===== src/rtc_pkg.sv =====
// Package of the indirect real time clock register interface.
// Assumes one system clock; the counter tick arrives as a level input.
package rtc_pkg;

	// ------------------------------------------------------------------
	// Host side register selects
	// ------------------------------------------------------------------
	localparam logic [1:0] SEL_LOCK_KEY = 2'h0;
	localparam logic [1:0] SEL_ADDRESS  = 2'h1;
	localparam logic [1:0] SEL_DATA     = 2'h2;

	localparam logic [7:0] LOCK_KEY_UNLOCKED = 8'h02;

	// ------------------------------------------------------------------
	// Address register fields
	// ------------------------------------------------------------------
	localparam int          AUTO_READ_BIT = 6;
	localparam logic [7:0]  ADDRESS_WRITE_MASK = 8'h5F;
	localparam logic [7:0]  ADDRESS_RESET = 8'h00;

	// ------------------------------------------------------------------
	// Internal register offsets
	// ------------------------------------------------------------------
	localparam logic [4:0] ADDR_CAPTURE0     = 5'h00;
	localparam logic [4:0] ADDR_CAPTURE3     = 5'h03;
	localparam logic [4:0] ADDR_STATE_CTRL   = 5'h04;
	localparam logic [4:0] ADDR_OSC_CTRL     = 5'h05;
	localparam logic [4:0] ADDR_OSC_LOAD     = 5'h06;
	localparam logic [4:0] ADDR_ALARM_CFG    = 5'h07;
	localparam logic [4:0] ADDR_ALARM0_B0    = 5'h08;
	localparam logic [4:0] ADDR_ALARM1_B0    = 5'h0C;
	localparam logic [4:0] ADDR_ALARM2_B0    = 5'h10;
	localparam logic [4:0] ADDR_ALARM2_B3    = 5'h13;

	// ------------------------------------------------------------------
	// Control register fields
	// ------------------------------------------------------------------
	localparam int         RUN_BIT        = 7;
	localparam int         SET_BIT        = 1;
	localparam int         CAPTURE_BIT    = 0;
	localparam int         MISSING_EN_BIT = 6;
	localparam int         MISSING_FLAG_BIT = 2;
	localparam int         ALARM_RESET_SEL_BIT = 5;
	localparam int         MISSING_RESET_SEL_BIT = 4;
	localparam logic [7:0] STATE_CTRL_RESET = 8'h00;
	localparam logic [7:0] OSC_CTRL_RESET   = 8'h00;
	localparam logic [7:0] OSC_LOAD_RESET   = 8'h00;
	localparam logic [7:0] ALARM_CFG_RESET  = 8'h00;
	localparam int         LOAD_LEVEL_LSB   = 0;
	localparam int         LOAD_AUTO_STEP_BIT = 7;
	localparam int         ALARM_EN_LSB     = 0;
	localparam int         ALARM_FLAG_LSB   = 4;

	// Missing clock: no tick within this many system cycles
	localparam logic [11:0] MISSING_LIMIT = 12'hFFF;

	typedef struct packed {
		logic       rd;
		logic       wr;
		logic [1:0] sel;
		logic [7:0] wdata;
	} host_req_t;

	typedef struct packed {
		logic alarm_wake;
		logic alarm_reset;
		logic missing_wake;
		logic missing_reset;
	} event_out_t;

endpackage


===== src/rtc_indirect_if.sv =====
// Indirect register path and register map of a 32-bit real time clock.
// Assumes host strobes and the timebase tick level are synchronous.
//
// Contract
// - Exactly three host registers: lock key, indirect address, indirect data.
// - Internal registers reachable only through address and data registers.
// - Addresses 0x00-0x03 are capture bytes setting or reading the timer.
// - Address 0x04 is the clock state control register.
// - Address 0x05 is the oscillator control register.
// - Address 0x06 holds load capacitance level and auto-stepping enable.
// - Address 0x07 holds enable and flag for each of three alarms.
// - Three 32-bit alarms, four bytes each, at 0x08, 0x0C, 0x10.
// - Lock key ignores writes; interface always unlocked.
// - Address register selects target of following data accesses.
// - Data register write writes that byte into selected register.
// - Host writes address then reads data; device returns register copy.
// - With auto-read, each data read starts next indirect read.
// - Auto-read enabled by address register bit 6.
// - Address increments after each capture or alarm byte access.
// - Time kept by a 32-bit counter.
// - Alarm and missing-clock events, each selectable reset or wake.
// - Load capacitance has 16 levels.
// - Address field bits 4:0; bits 7 and 5 read zero.
// - Lock key reads 0x02.
`timescale 1ns/1ns
module rtc_indirect_if (
	input  wire logic                core_clk,
	input  wire logic                rst,
	input  wire rtc_pkg::host_req_t  host_req,
	output logic [7:0]               host_rdata,
	input  wire logic                timebase_tick,
	output rtc_pkg::event_out_t      events,
	output logic [3:0]               load_cap_level,
	output logic                     load_cap_auto_stepping,
	output logic [7:0]               oscillator_control
);
	import rtc_pkg::*;

	// ------------------------------------------------------------------
	// State
	// ------------------------------------------------------------------
	logic [7:0]  indirect_address_reg;
	logic [7:0]  indirect_data_reg;
	logic [31:0] counter;
	logic [31:0] capture;
	logic [31:0] alarm_value [3];
	logic [7:0]  clock_state_control;
	logic [7:0]  oscillator_load_config;
	logic [7:0]  alarm_enable_flags;
	logic        tick_q;
	logic        tick_edge;
	logic [11:0] missing_count;
	logic        missing_event;
	logic [2:0]  alarm_hit;
	logic        data_wr;
	logic        data_rd;
	logic        auto_read_enable;
	logic [4:0]  addr;
	logic [7:0]  selected_byte;
	logic        addr_wr;
	logic        ctrl_wr;
	logic [4:0]  read_addr;

	// Byte within a 32-bit word
	function automatic logic [7:0] byte_of(input logic [31:0] w,
		input logic [1:0] idx);
		byte_of = w[{idx, 3'h0} +: 8];
	endfunction

	// Capture bytes
	function automatic logic is_capture(input logic [4:0] a);
		is_capture = a <= ADDR_CAPTURE3;
	endfunction

	// Alarm value bytes
	function automatic logic is_alarm(input logic [4:0] a);
		is_alarm = a >= ADDR_ALARM0_B0 && a <= ADDR_ALARM2_B3;
	endfunction

	// Alarm word of an alarm byte
	function automatic logic [1:0] alarm_index(input logic [4:0] a);
		logic [4:0] offset;
		offset = a - ADDR_ALARM0_B0;
		alarm_index = offset[3:2];
	endfunction

	// Lowest bit of a byte lane
	function automatic logic [4:0] lane_lsb(input logic [4:0] a);
		lane_lsb = {a[1:0], 3'h0};
	endfunction

	// Capture or alarm bytes auto-increment
	function automatic logic is_multibyte(input logic [4:0] a);
		is_multibyte = is_capture(a) || is_alarm(a);
	endfunction

	// ------------------------------------------------------------------
	// Host decode
	// ------------------------------------------------------------------
	assign addr = indirect_address_reg[4:0];
	assign auto_read_enable = indirect_address_reg[AUTO_READ_BIT];
	assign addr_wr = host_req.wr && host_req.sel == SEL_ADDRESS;
	assign data_wr = host_req.wr && host_req.sel == SEL_DATA;
	assign data_rd = host_req.rd && host_req.sel == SEL_DATA;
	assign ctrl_wr = data_wr && addr == ADDR_STATE_CTRL;
	assign tick_edge = timebase_tick && !tick_q;

	// ------------------------------------------------------------------
	// Internal register read mux
	// ------------------------------------------------------------------
	// New address on an address write, else the byte the address
	// advances to, so an auto-read preloads fresh contents
	always_comb begin
		if (addr_wr) begin
			read_addr = host_req.wdata[4:0];
		end else if (is_multibyte(addr)) begin
			read_addr = addr + 5'h01;
		end else begin
			read_addr = addr;
		end
	end

	always_comb begin
		case (read_addr) inside
			[ADDR_CAPTURE0:ADDR_CAPTURE3]:
				selected_byte = byte_of(capture, read_addr[1:0]);
			ADDR_STATE_CTRL:
				selected_byte = clock_state_control;
			ADDR_OSC_CTRL:
				selected_byte = oscillator_control;
			ADDR_OSC_LOAD:
				selected_byte = oscillator_load_config;
			ADDR_ALARM_CFG:
				selected_byte = alarm_enable_flags;
			[ADDR_ALARM0_B0:ADDR_ALARM2_B3]:
				selected_byte = byte_of(alarm_value[alarm_index(read_addr)],
					read_addr[1:0]);
			default:
				selected_byte = 8'h00;
		endcase
	end

	// ------------------------------------------------------------------
	// Host registers
	// ------------------------------------------------------------------
	always_comb begin
		case (host_req.sel)
			SEL_LOCK_KEY: host_rdata = LOCK_KEY_UNLOCKED;
			SEL_ADDRESS:  host_rdata = indirect_address_reg;
			SEL_DATA:     host_rdata = indirect_data_reg;
			default:      host_rdata = 8'h00;
		endcase
	end

	// Address register and auto-increment
	always_ff @(posedge core_clk) begin
		if (rst) begin
			indirect_address_reg <= ADDRESS_RESET;
		end else if (addr_wr) begin
			indirect_address_reg <= host_req.wdata & ADDRESS_WRITE_MASK;
		end else if ((data_wr || data_rd) && is_multibyte(addr)) begin
			indirect_address_reg[4:0] <= addr + 5'h01;
		end
	end

	// Data register: loaded by an address write, a data write or an auto-read
	always_ff @(posedge core_clk) begin
		if (rst) begin
			indirect_data_reg <= 8'h00;
		end else if (addr_wr) begin
			indirect_data_reg <= selected_byte;
		end else if (data_wr) begin
			indirect_data_reg <= host_req.wdata;
		end else if (data_rd && auto_read_enable) begin
			indirect_data_reg <= selected_byte;
		end
	end

	// ------------------------------------------------------------------
	// Counter and capture
	// ------------------------------------------------------------------
	always_ff @(posedge core_clk) begin
		if (rst) begin
			tick_q <= 1'b0;
		end else begin
			tick_q <= timebase_tick;
		end
	end

	always_ff @(posedge core_clk) begin
		if (rst) begin
			counter <= 32'h0000_0000;
		end else if (ctrl_wr && host_req.wdata[SET_BIT]) begin
			counter <= capture;
		end else if (tick_edge && clock_state_control[RUN_BIT]) begin
			counter <= counter + 32'h0000_0001;
		end
	end

	// Capture snapshot taken in one cycle keeps all bytes coherent
	always_ff @(posedge core_clk) begin
		if (rst) begin
			capture <= 32'h0000_0000;
		end else if (data_wr && is_capture(addr)) begin
			capture[lane_lsb(addr) +: 8] <= host_req.wdata;
		end else if (ctrl_wr && host_req.wdata[CAPTURE_BIT]) begin
			capture <= counter;
		end
	end

	// ------------------------------------------------------------------
	// Control and oscillator registers
	// ------------------------------------------------------------------
	always_ff @(posedge core_clk) begin
		if (rst) begin
			clock_state_control <= STATE_CTRL_RESET;
		end else begin
			if (ctrl_wr) begin
				clock_state_control <= host_req.wdata
					& ~(8'h01 << SET_BIT) & ~(8'h01 << CAPTURE_BIT);
			end
			// Missing flag set wins over a same-cycle write
			if (missing_event) begin
				clock_state_control[MISSING_FLAG_BIT] <= 1'b1;
			end
		end
	end

	always_ff @(posedge core_clk) begin
		if (rst) begin
			oscillator_control <= OSC_CTRL_RESET;
		end else if (data_wr && addr == ADDR_OSC_CTRL) begin
			oscillator_control <= host_req.wdata;
		end
	end

	always_ff @(posedge core_clk) begin
		if (rst) begin
			oscillator_load_config <= OSC_LOAD_RESET;
		end else if (data_wr && addr == ADDR_OSC_LOAD) begin
			// Only level and auto-step are stored; other bits read zero
			oscillator_load_config <= host_req.wdata
				& ((8'h01 << LOAD_AUTO_STEP_BIT)
				| (8'h0F << LOAD_LEVEL_LSB));
		end
	end

	assign load_cap_level = oscillator_load_config[LOAD_LEVEL_LSB +: 4];
	assign load_cap_auto_stepping = oscillator_load_config[LOAD_AUTO_STEP_BIT];

	// ------------------------------------------------------------------
	// Alarms
	// ------------------------------------------------------------------
	always_ff @(posedge core_clk) begin
		if (rst) begin
			for (int i = 0; i < 3; i++) begin
				alarm_value[i] <= 32'h0000_0000;
			end
		end else if (data_wr && is_alarm(addr)) begin
			alarm_value[alarm_index(addr)][lane_lsb(addr) +: 8]
				<= host_req.wdata;
		end
	end

	always_comb begin
		for (int i = 0; i < 3; i++) begin
			alarm_hit[i] = tick_edge && alarm_enable_flags[ALARM_EN_LSB + i]
				&& counter == alarm_value[i];
		end
	end

	// Flag set wins over a software clear in the same cycle
	always_ff @(posedge core_clk) begin
		if (rst) begin
			alarm_enable_flags <= ALARM_CFG_RESET;
		end else begin
			if (data_wr && addr == ADDR_ALARM_CFG) begin
				alarm_enable_flags <= host_req.wdata;
			end
			for (int i = 0; i < 3; i++) begin
				if (alarm_hit[i]) begin
					alarm_enable_flags[ALARM_FLAG_LSB + i] <= 1'b1;
				end
			end
		end
	end

	// ------------------------------------------------------------------
	// Missing clock detector and event routing
	// ------------------------------------------------------------------
	always_ff @(posedge core_clk) begin
		if (rst) begin
			missing_count <= 12'h000;
		end else if (tick_edge
			|| !clock_state_control[MISSING_EN_BIT]) begin
			missing_count <= 12'h000;
		end else if (missing_count != MISSING_LIMIT) begin
			missing_count <= missing_count + 12'h001;
		end
	end

	assign missing_event = clock_state_control[MISSING_EN_BIT]
		&& missing_count == MISSING_LIMIT - 12'h001;

	always_ff @(posedge core_clk) begin
		if (rst) begin
			events <= '0;
		end else begin
			events.alarm_reset <= |alarm_hit
				&& clock_state_control[ALARM_RESET_SEL_BIT];
			events.alarm_wake <= |alarm_hit
				&& !clock_state_control[ALARM_RESET_SEL_BIT];
			events.missing_reset <= missing_event
				&& clock_state_control[MISSING_RESET_SEL_BIT];
			events.missing_wake <= missing_event
				&& !clock_state_control[MISSING_RESET_SEL_BIT];
		end
	end

endmodule


===== config.mk =====
export PLATFORM = sky130hd
export DESIGN_NAME = rtc_indirect_if
export DESIGN_NICKNAME = d
export VERILOG_FILES = /design/src/rtc_pkg.sv /design/src/rtc_indirect_if.sv
export SDC_FILE = /design/constraint.sdc
export NUM_CORES = 1
export LEC_CHECK = 0
export ABC_AREA = 1
export ABC_CLOCK_PERIOD_IN_PS = 2900
export BUFFER_PORTS_ARGS = -buffer_cell sky130_fd_sc_hd__buf_2
export CELL_PAD_IN_SITES_DETAIL_PLACEMENT = 1
export CELL_PAD_IN_SITES_GLOBAL_PLACEMENT = 1
export CORE_UTILIZATION = 47
export CTS_CLUSTER_DIAMETER = 200
export CTS_CLUSTER_SIZE = 14
export DETAILED_ROUTE_END_ITERATION = 6
export GPL_TIMING_DRIVEN = 0
export PLACE_DENSITY_LB_ADDON = 0.25
export SYNTH_ARGS = -nofsm -noshare
export SYNTH_HDL_FRONTEND = slang
export SYNTH_SLANG_ARGS = --single-unit

===== constraint.sdc =====
create_clock -name core_clk -period 2.9 [get_ports core_clk]
set_input_delay 0.58 -clock core_clk [delete_from_list [all_inputs] [get_ports core_clk]]
set_output_delay 0.58 -clock core_clk [all_outputs]
set_load 0.02 [all_outputs]

==> results.yml, run 1 <==
status:
  status: "finished with violations"
  violations: "setup timing"
grt:
  grt_max_degree: 16
  grt.total_usage_pct: 40.3
  grt_pass1_vias: 13761
  antenna_found_initial: 0
  overflow: 0
  grt_pass1_wl_mm: 89.0
cells_and_area:
  final_cell_mix: "nand2_1 (396), nor2_1 (229), inv_1 (189)"
  fin_nets: 1941
  area_growth_pct: 14.8
  largest_register_ff_count: 128
  n_antenna_cell: 0
  reg_top3: "alarm_value: 128 flops, capture: 32 flops, counter: 32 flops"
  drive_gt1_share_pct: 13.2
  max_flop_register: "alarm_value"
  final_common_cell: "nand2_1"
pwr:
  p_int_mw: 6.10
  ir_drop_mv: 0.469
  p_seq_share_pct: 41.4
  switching_power_mw: 3.43
  p_clk_share_pct: 28.8
  switching_share_pct: 36.0
  power_mw: 9.54
  power-per-cell-area_mw_per_mm2: 597
  p_leak_nw: 6.25
  pwr-share-comb_pct: 29.8
clocking:
  clockBufferDepth: 3
  cts_tree: "built"
  hold_buffers: 0
  cts_root_buf: "clkbuf_16"
  cts_inserted_buffers: 21
  worstSkewPairLatency_ns: 0.53
  clock-sinks: 250
  htreeDepth: 1
  clk_pin_slew_ns: 0.07
floorplan:
  fp-row-count: 62
  die_h_um: 174
  dieArea_mm2: 0.0303
  initial_core_util_pct: 48.1
  num_io_pins: 40
  fp.coreArea_mm2: 0.0289
  die_x_um: 174
timing:
  period_needed_ns: 2.94
  timing.final.hold_violations: 0
  grt_setup_unrepaired: "true"
  finalSetupViolations: 3
  maxSlewHeadroom_pct: 20.7
  setup_ws_ns: -0.0393
  fin_skew_ns: 0.0196
  finalMaxSlewViolations: 0
  setup_tns_ns: -0.0917
  worstMarginPinSlew_ns: 1.18
  post-route-period-util_pct: 101
  fmax_mhz: 340
yosys:
  synth_top_cell_by_area: "edfxtp_1"
  synth_edf_count: 128
  ys_async_sr_fraction_pct: 0
  synth.distinct_cells: 56
  synth_cells: 1796
  synth_area_leaders: "edfxtp_1 (28%), dfxtp_1 (18%), nand2_1 (11%)"
  synth_warnings: 0
  ys.flop_type: "edfxtp_1"
  synth_seq_cells: 250
  synth_top_area_share_pct: 27.6
  ys_seq_area_share_pct: 45.2
  netlist_area_mm2: 0.0139
  avgSynthCellArea_um2: 7.75
detailed_routing:
  dr.first_iter.drc_count: 1527
  vias: 13956
  via_per_inst: 6.04
  antenna_left: 0
  wl_mm: 62.6
  firstDrtPassIters: 5
  wl_per_cell_um: 27.1
  drc: 0
placed_design:
  place.gp.congestion: 1.01
  portBuffers: 39
  place_hpwl_mm: 47.6
  place_ws_ns: -0.833
critical_path:
  cp_max_fo: 8
  startpoint_type: "flop"
  end_kind: "flop"
  crit_type: "flop to flop"
  crit_required_ns: 3.36
  worstPathArrival_ns: 3.40
worst_hold_path:
  hold_path_class: "input pin to flop"
job:
  cap_violations: 0
-- per-layer routing --
metal,share of wire (%),up-vias,global-route usage [%]
met5,0,-,0
met2,45,792,63.4
met3,10,176,8.62
met4,5.6,0,19.6
met1,40,6858,52.6
li1,-,6130,-
-- critical path, stage by stage (launching register included) --
cell      delay (ns)
dfxtp_1         0.31
clkbuf_1        0.57
xor2_1          0.16
or4_1           0.51
nor3_1          0.40
nand4_1         0.49
nand3_1         0.29
nand3_1         0.09
inv_1           0.07
-- cell usage after synthesis, drive strengths merged, types with 9 or more instances --
library cell and count:
nand3 78, a31oi 32, dfxtp 122, xor2 62, or2 14, nor3 36, o21ai 101, nor4 11
ha 10, edfxtp 128, a211oi 10, nor2 254, inv 208, or4 9, o22ai 26, clkbuf 45
a221oi 9, nand2 430, xnor2 28, buf 34, nand4 25, a21oi 79, o211ai 14
-- path summary, 6_finish.rpt --
check | from | cells past startpoint | slack [ns] | end
min reg2reg | indirect_data_reg[5]$_SDFFE_PP0P_ | 2 | 0.47 | indirect_data_reg[5]$_SDFFE_PP0P_
min | timebase_tick | 3 | 0.29 | tick_q$_SDFF_PP0_
max reg2reg | counter[17]$_SDFFE_PP0P_ | 8 | -0.04 | events[3]$_SDFF_PP0_
max | counter[17]$_SDFFE_PP0P_ | 8 | -0.04 | events[3]$_SDFF_PP0_
-- cell families (layout without fill, tap and decap cells) --
family,after synthesis,after routing,synth area share [%]
adders and majority gates,10,10,0.899
DFF,250,250,45.2
xor gates and xnor gates,90,90,5.67
buffers and inverters,290,389,8.59
and+or+nand+nor,864,864,27.1
other,1,32,0.0270
AOI/OAI and AO/OA,291,291,12.5
-- metrics by stage --
stage | cell area [um2] | utilization [%] | instances | hold slack, ns
floorplan | 14000 | - | 1827 | 0.413
global placement | 14700 | 50.8 | 2250 | 0.443
detailed placement | 14700 | 50.8 | 2250 | 0.453
CTS | 15600 | 54.0 | 2295 | 0.278
global route | 16000 | 55.2 | 2310 | 0.304
finish | 16000 | 55.2 | 2310 | 0.285
-- what timing repair did --
item,CTS,global route
gates cloned,0,2
gates resized for setup,59,65
setup endpoints to repair,135,118
buffers inserted,13,14
pin swaps,12,22
-- cell type report --
| type | instances | area [um2] |
|---|---|---|
| inverters | 211 | 817 |
| fillers | 3640 | 13000 |
| repair buffers | 68 | 498 |
| multi-input cells | 1287 | 6810 |
| well taps | 384 | 480 |
| plain buffers | 77 | 483 |
| clock buffers | 33 | 581 |
| flip-flops and latches | 250 | 6300 |
-- power groups by stage --
stage / combinational, mW / clock [mW] / sequential (mW)
after detailed placement: 2.20 / 0 / 4.02
after global placement: 2.16 / 0 / 4.01
final: 2.84 / 2.75 / 3.95
after global routing: 2.93 / 2.83 / 3.95
after floorplan: 1.36 / 0 / 3.97
after CTS: 2.46 / 2.72 / 3.94
(Power assumes the default switching activity.)
==> run 2, diff against run 1 <==
MAX_ROUTING_LAYER = met4   (was not set)
==> results.yml, run 2 (synthesis gave the netlist of run 1 again) <==
status:
  status: "finished with violations"
  violations: "setup timing"
cells_and_area:
  reg_top3: "alarm_value: 128 flops, capture: 32 flops, counter: 32 flops"
  fin_nets: 1934
  area_growth_pct: 13.8
  drive_gt1_share_pct: 12.4
  final_cell_mix: "nand2_1 (408), nor2_1 (228), inv_1 (188)"
  max_flop_register: "alarm_value"
  final_common_cell: "nand2_1"
  largest_register_ff_count: 128
  fin_area_mm2: 0.0158
critical_path:
  startpoint_type: "flop"
  path_common_cell: "nand2_1"
  rrSetupSlack_ns: -0.01
  cp_max_fo: 10
  end_kind: "flop"
  cp_slowest_cell: "dfxtp_4"
  crit_chain: "ha_4 -> inv_2 -> nand3_2 -> nand2_4 -> o21ai_4 -> nand2_2 -> nand3_4 -> nand2_8 -> buf_12 -> buf_12 -> nand2_1 -> o21ai_1 -> nand2_1 -> nand2_1 -> a21oi_1 -> nand2_1 -> nand4_1 -> nor2_1 -> nand3_1 -> nand2_1 -> a21oi_1"
  cp_num_buf_inv: 3
  cp_top_family: "simple AND/OR/NAND/NOR gates"
  crit_required_ns: 3.30
  max_stage_delay_ns: 0.38
  crit_type: "flop to flop"
  worstPathArrival_ns: 3.32
grt:
  grtUsageMet3_pct: 7.04
  gr-usage-met1_pct: 54.3
  antenna_found_initial: 0
  overflow: 0
  grt.total_usage_pct: 41.5
  grt-busiest-layer: "met2"
  grt_pass1_wl_mm: 88.7
  grt_max_degree: 16
  grtUsageMet2_pct: 62.0
  grt_pass1_vias: 13557
detailed_routing:
  antenna_left: 0
  firstDrtPassIters: 5
  wl_mm: 61.9
  vias: 13775
  dr.first_iter.drc_count: 1480
  via_per_inst: 5.98
  wl_per_cell_um: 26.9
  drc: 0
pwr:
  power-per-cell-area_mw_per_mm2: 595
  p_leak_nw: 6.18
  switching_power_mw: 3.38
  p_clk_share_pct: 29.2
  switching_share_pct: 35.9
  p_seq_share_pct: 41.9
  ir_drop_mv: 0.554
  p_int_mw: 6.04
  pwr-share-comb_pct: 28.8
clocking:
  clock-sinks: 250
  cts_inserted_buffers: 21
  clockBufferDepth: 3
  clk_pin_slew_ns: 0.07
  cts_tree: "built"
  htreeDepth: 1
  worstSkewPairLatency_ns: 0.53
  cts_root_buf: "clkbuf_16"
timing:
  fmax_mhz: 343
  period_needed_ns: 2.91
  maxSlewHeadroom_pct: 19.8
  worstMarginPinSlew_ns: 1.20
  setup_ws_ns: -0.0145
  post-route-period-util_pct: 100
  setup_tns_ns: -0.0257
  finalSetupViolations: 2
  fin_skew_ns: 0.0255
  timing.final.hold_violations: 0
  finalMaxSlewViolations: 0
floorplan:
  fp.coreArea_mm2: 0.0289
  initial_core_util_pct: 48.1
  dieArea_mm2: 0.0303
  num_io_pins: 40
  die_x_um: 174
  fp-row-count: 62
  die_h_um: 174
placed_design:
  portBuffers: 39
  place.gp.congestion: 1.02
  placed_area_mm2: 0.0147
  place_hpwl_mm: 48.2
worst_hold_path:
  hold_path_class: "input pin to flop"
job:
  cap_violations: 0
-- run 2: cell count changes in the layout (fill, tap and decap cells not counted), moves of 2 or more --
cell,previous run,this run
nand2_1,396,408
nand2_2,27,17
buf_6,8,5
nand2_4,5,2
buf_12,9,7
buf_4,24,26
inv_2,13,15
nor3_1,29,31
nor3_4,4,2
o21ai_1,12,10
o21ai_2,2,4
-- run 2: final cells by class --
type,count,area (um2)
repair buffers,63,425
multi-input cells,1287,6770
well taps,384,480
flip-flops and latches,250,6300
plain buffers,75,457
diodes,1,2.50
clock buffers,33,581
fillers,3641,13100
inverters,211,815
-- run 2: worst min-delay path: cells and delay by family --
kind | cells | cell delay [ns]
buffers and inverters | 2 | 0.12
and+or+nand+nor | 1 | 0.08
-- run 2: metrics by stage --
step           instances  setup WS [ns]  hold slack [ns]  util [%]  power, mW
2_1_floorplan       1827          0.458            0.413         -       5.34
3_3_place_gp        2250         -0.689            0.445      50.8       6.20
3_5_place_dp        2250         -0.735            0.443      50.8       6.23
6_report            2304        -0.0145            0.281      54.7       9.41
5_1_grt             2303        -0.0486            0.301      54.7       9.59
4_1_cts             2296        -0.0156            0.282      53.7       9.09
-- run 2: layer usage --
layer / wire length (um) / share of wire, %
met1: 25700 / 41
met2: 26600 / 43
met3: 5800 / 9.4
met4: 3820 / 6.2
met5: 0 / 0
-- run 2: worst paths after layout --
| path | depth (start not counted) | start | to |
|---|---|---|---|
| setup reg to reg | 21 | indirect_address_reg[1]$_SDFFE_PP0P_ | indirect_data_reg[2]$_SDFFE_PP0P_ |
| hold reg to reg | 2 | indirect_data_reg[7]$_SDFFE_PP0P_ | indirect_data_reg[7]$_SDFFE_PP0P_ |
| hold / removal | 3 | timebase_tick | tick_q$_SDFF_PP0_ |
| setup / recovery | 21 | indirect_address_reg[1]$_SDFFE_PP0P_ | indirect_data_reg[2]$_SDFFE_PP0P_ |
-- run 2: what timing repair did --
| item | 4_1_cts | 5_1_grt |
|---|---|---|
| pin swaps | 9 | 13 |
| hold endpoints to repair | 0 | 0 |
| resized for setup | 45 | 55 |
| buffers inserted | 14 | 10 |
| hold buffers | 0 | 0 |
| setup endpoints to repair | 117 | 85 |
-- run 2: power groups by stage --
stage                     logic (mW)  registers [mW]  clock network [mW]
after floorplan                 1.36            3.97                   0
after global placement          2.18            4.01                   0
after detailed placement        2.21            4.02                   0
after CTS                       2.43            3.94                2.72
after global routing            2.80            3.95                2.83
final                           2.71            3.95                2.75
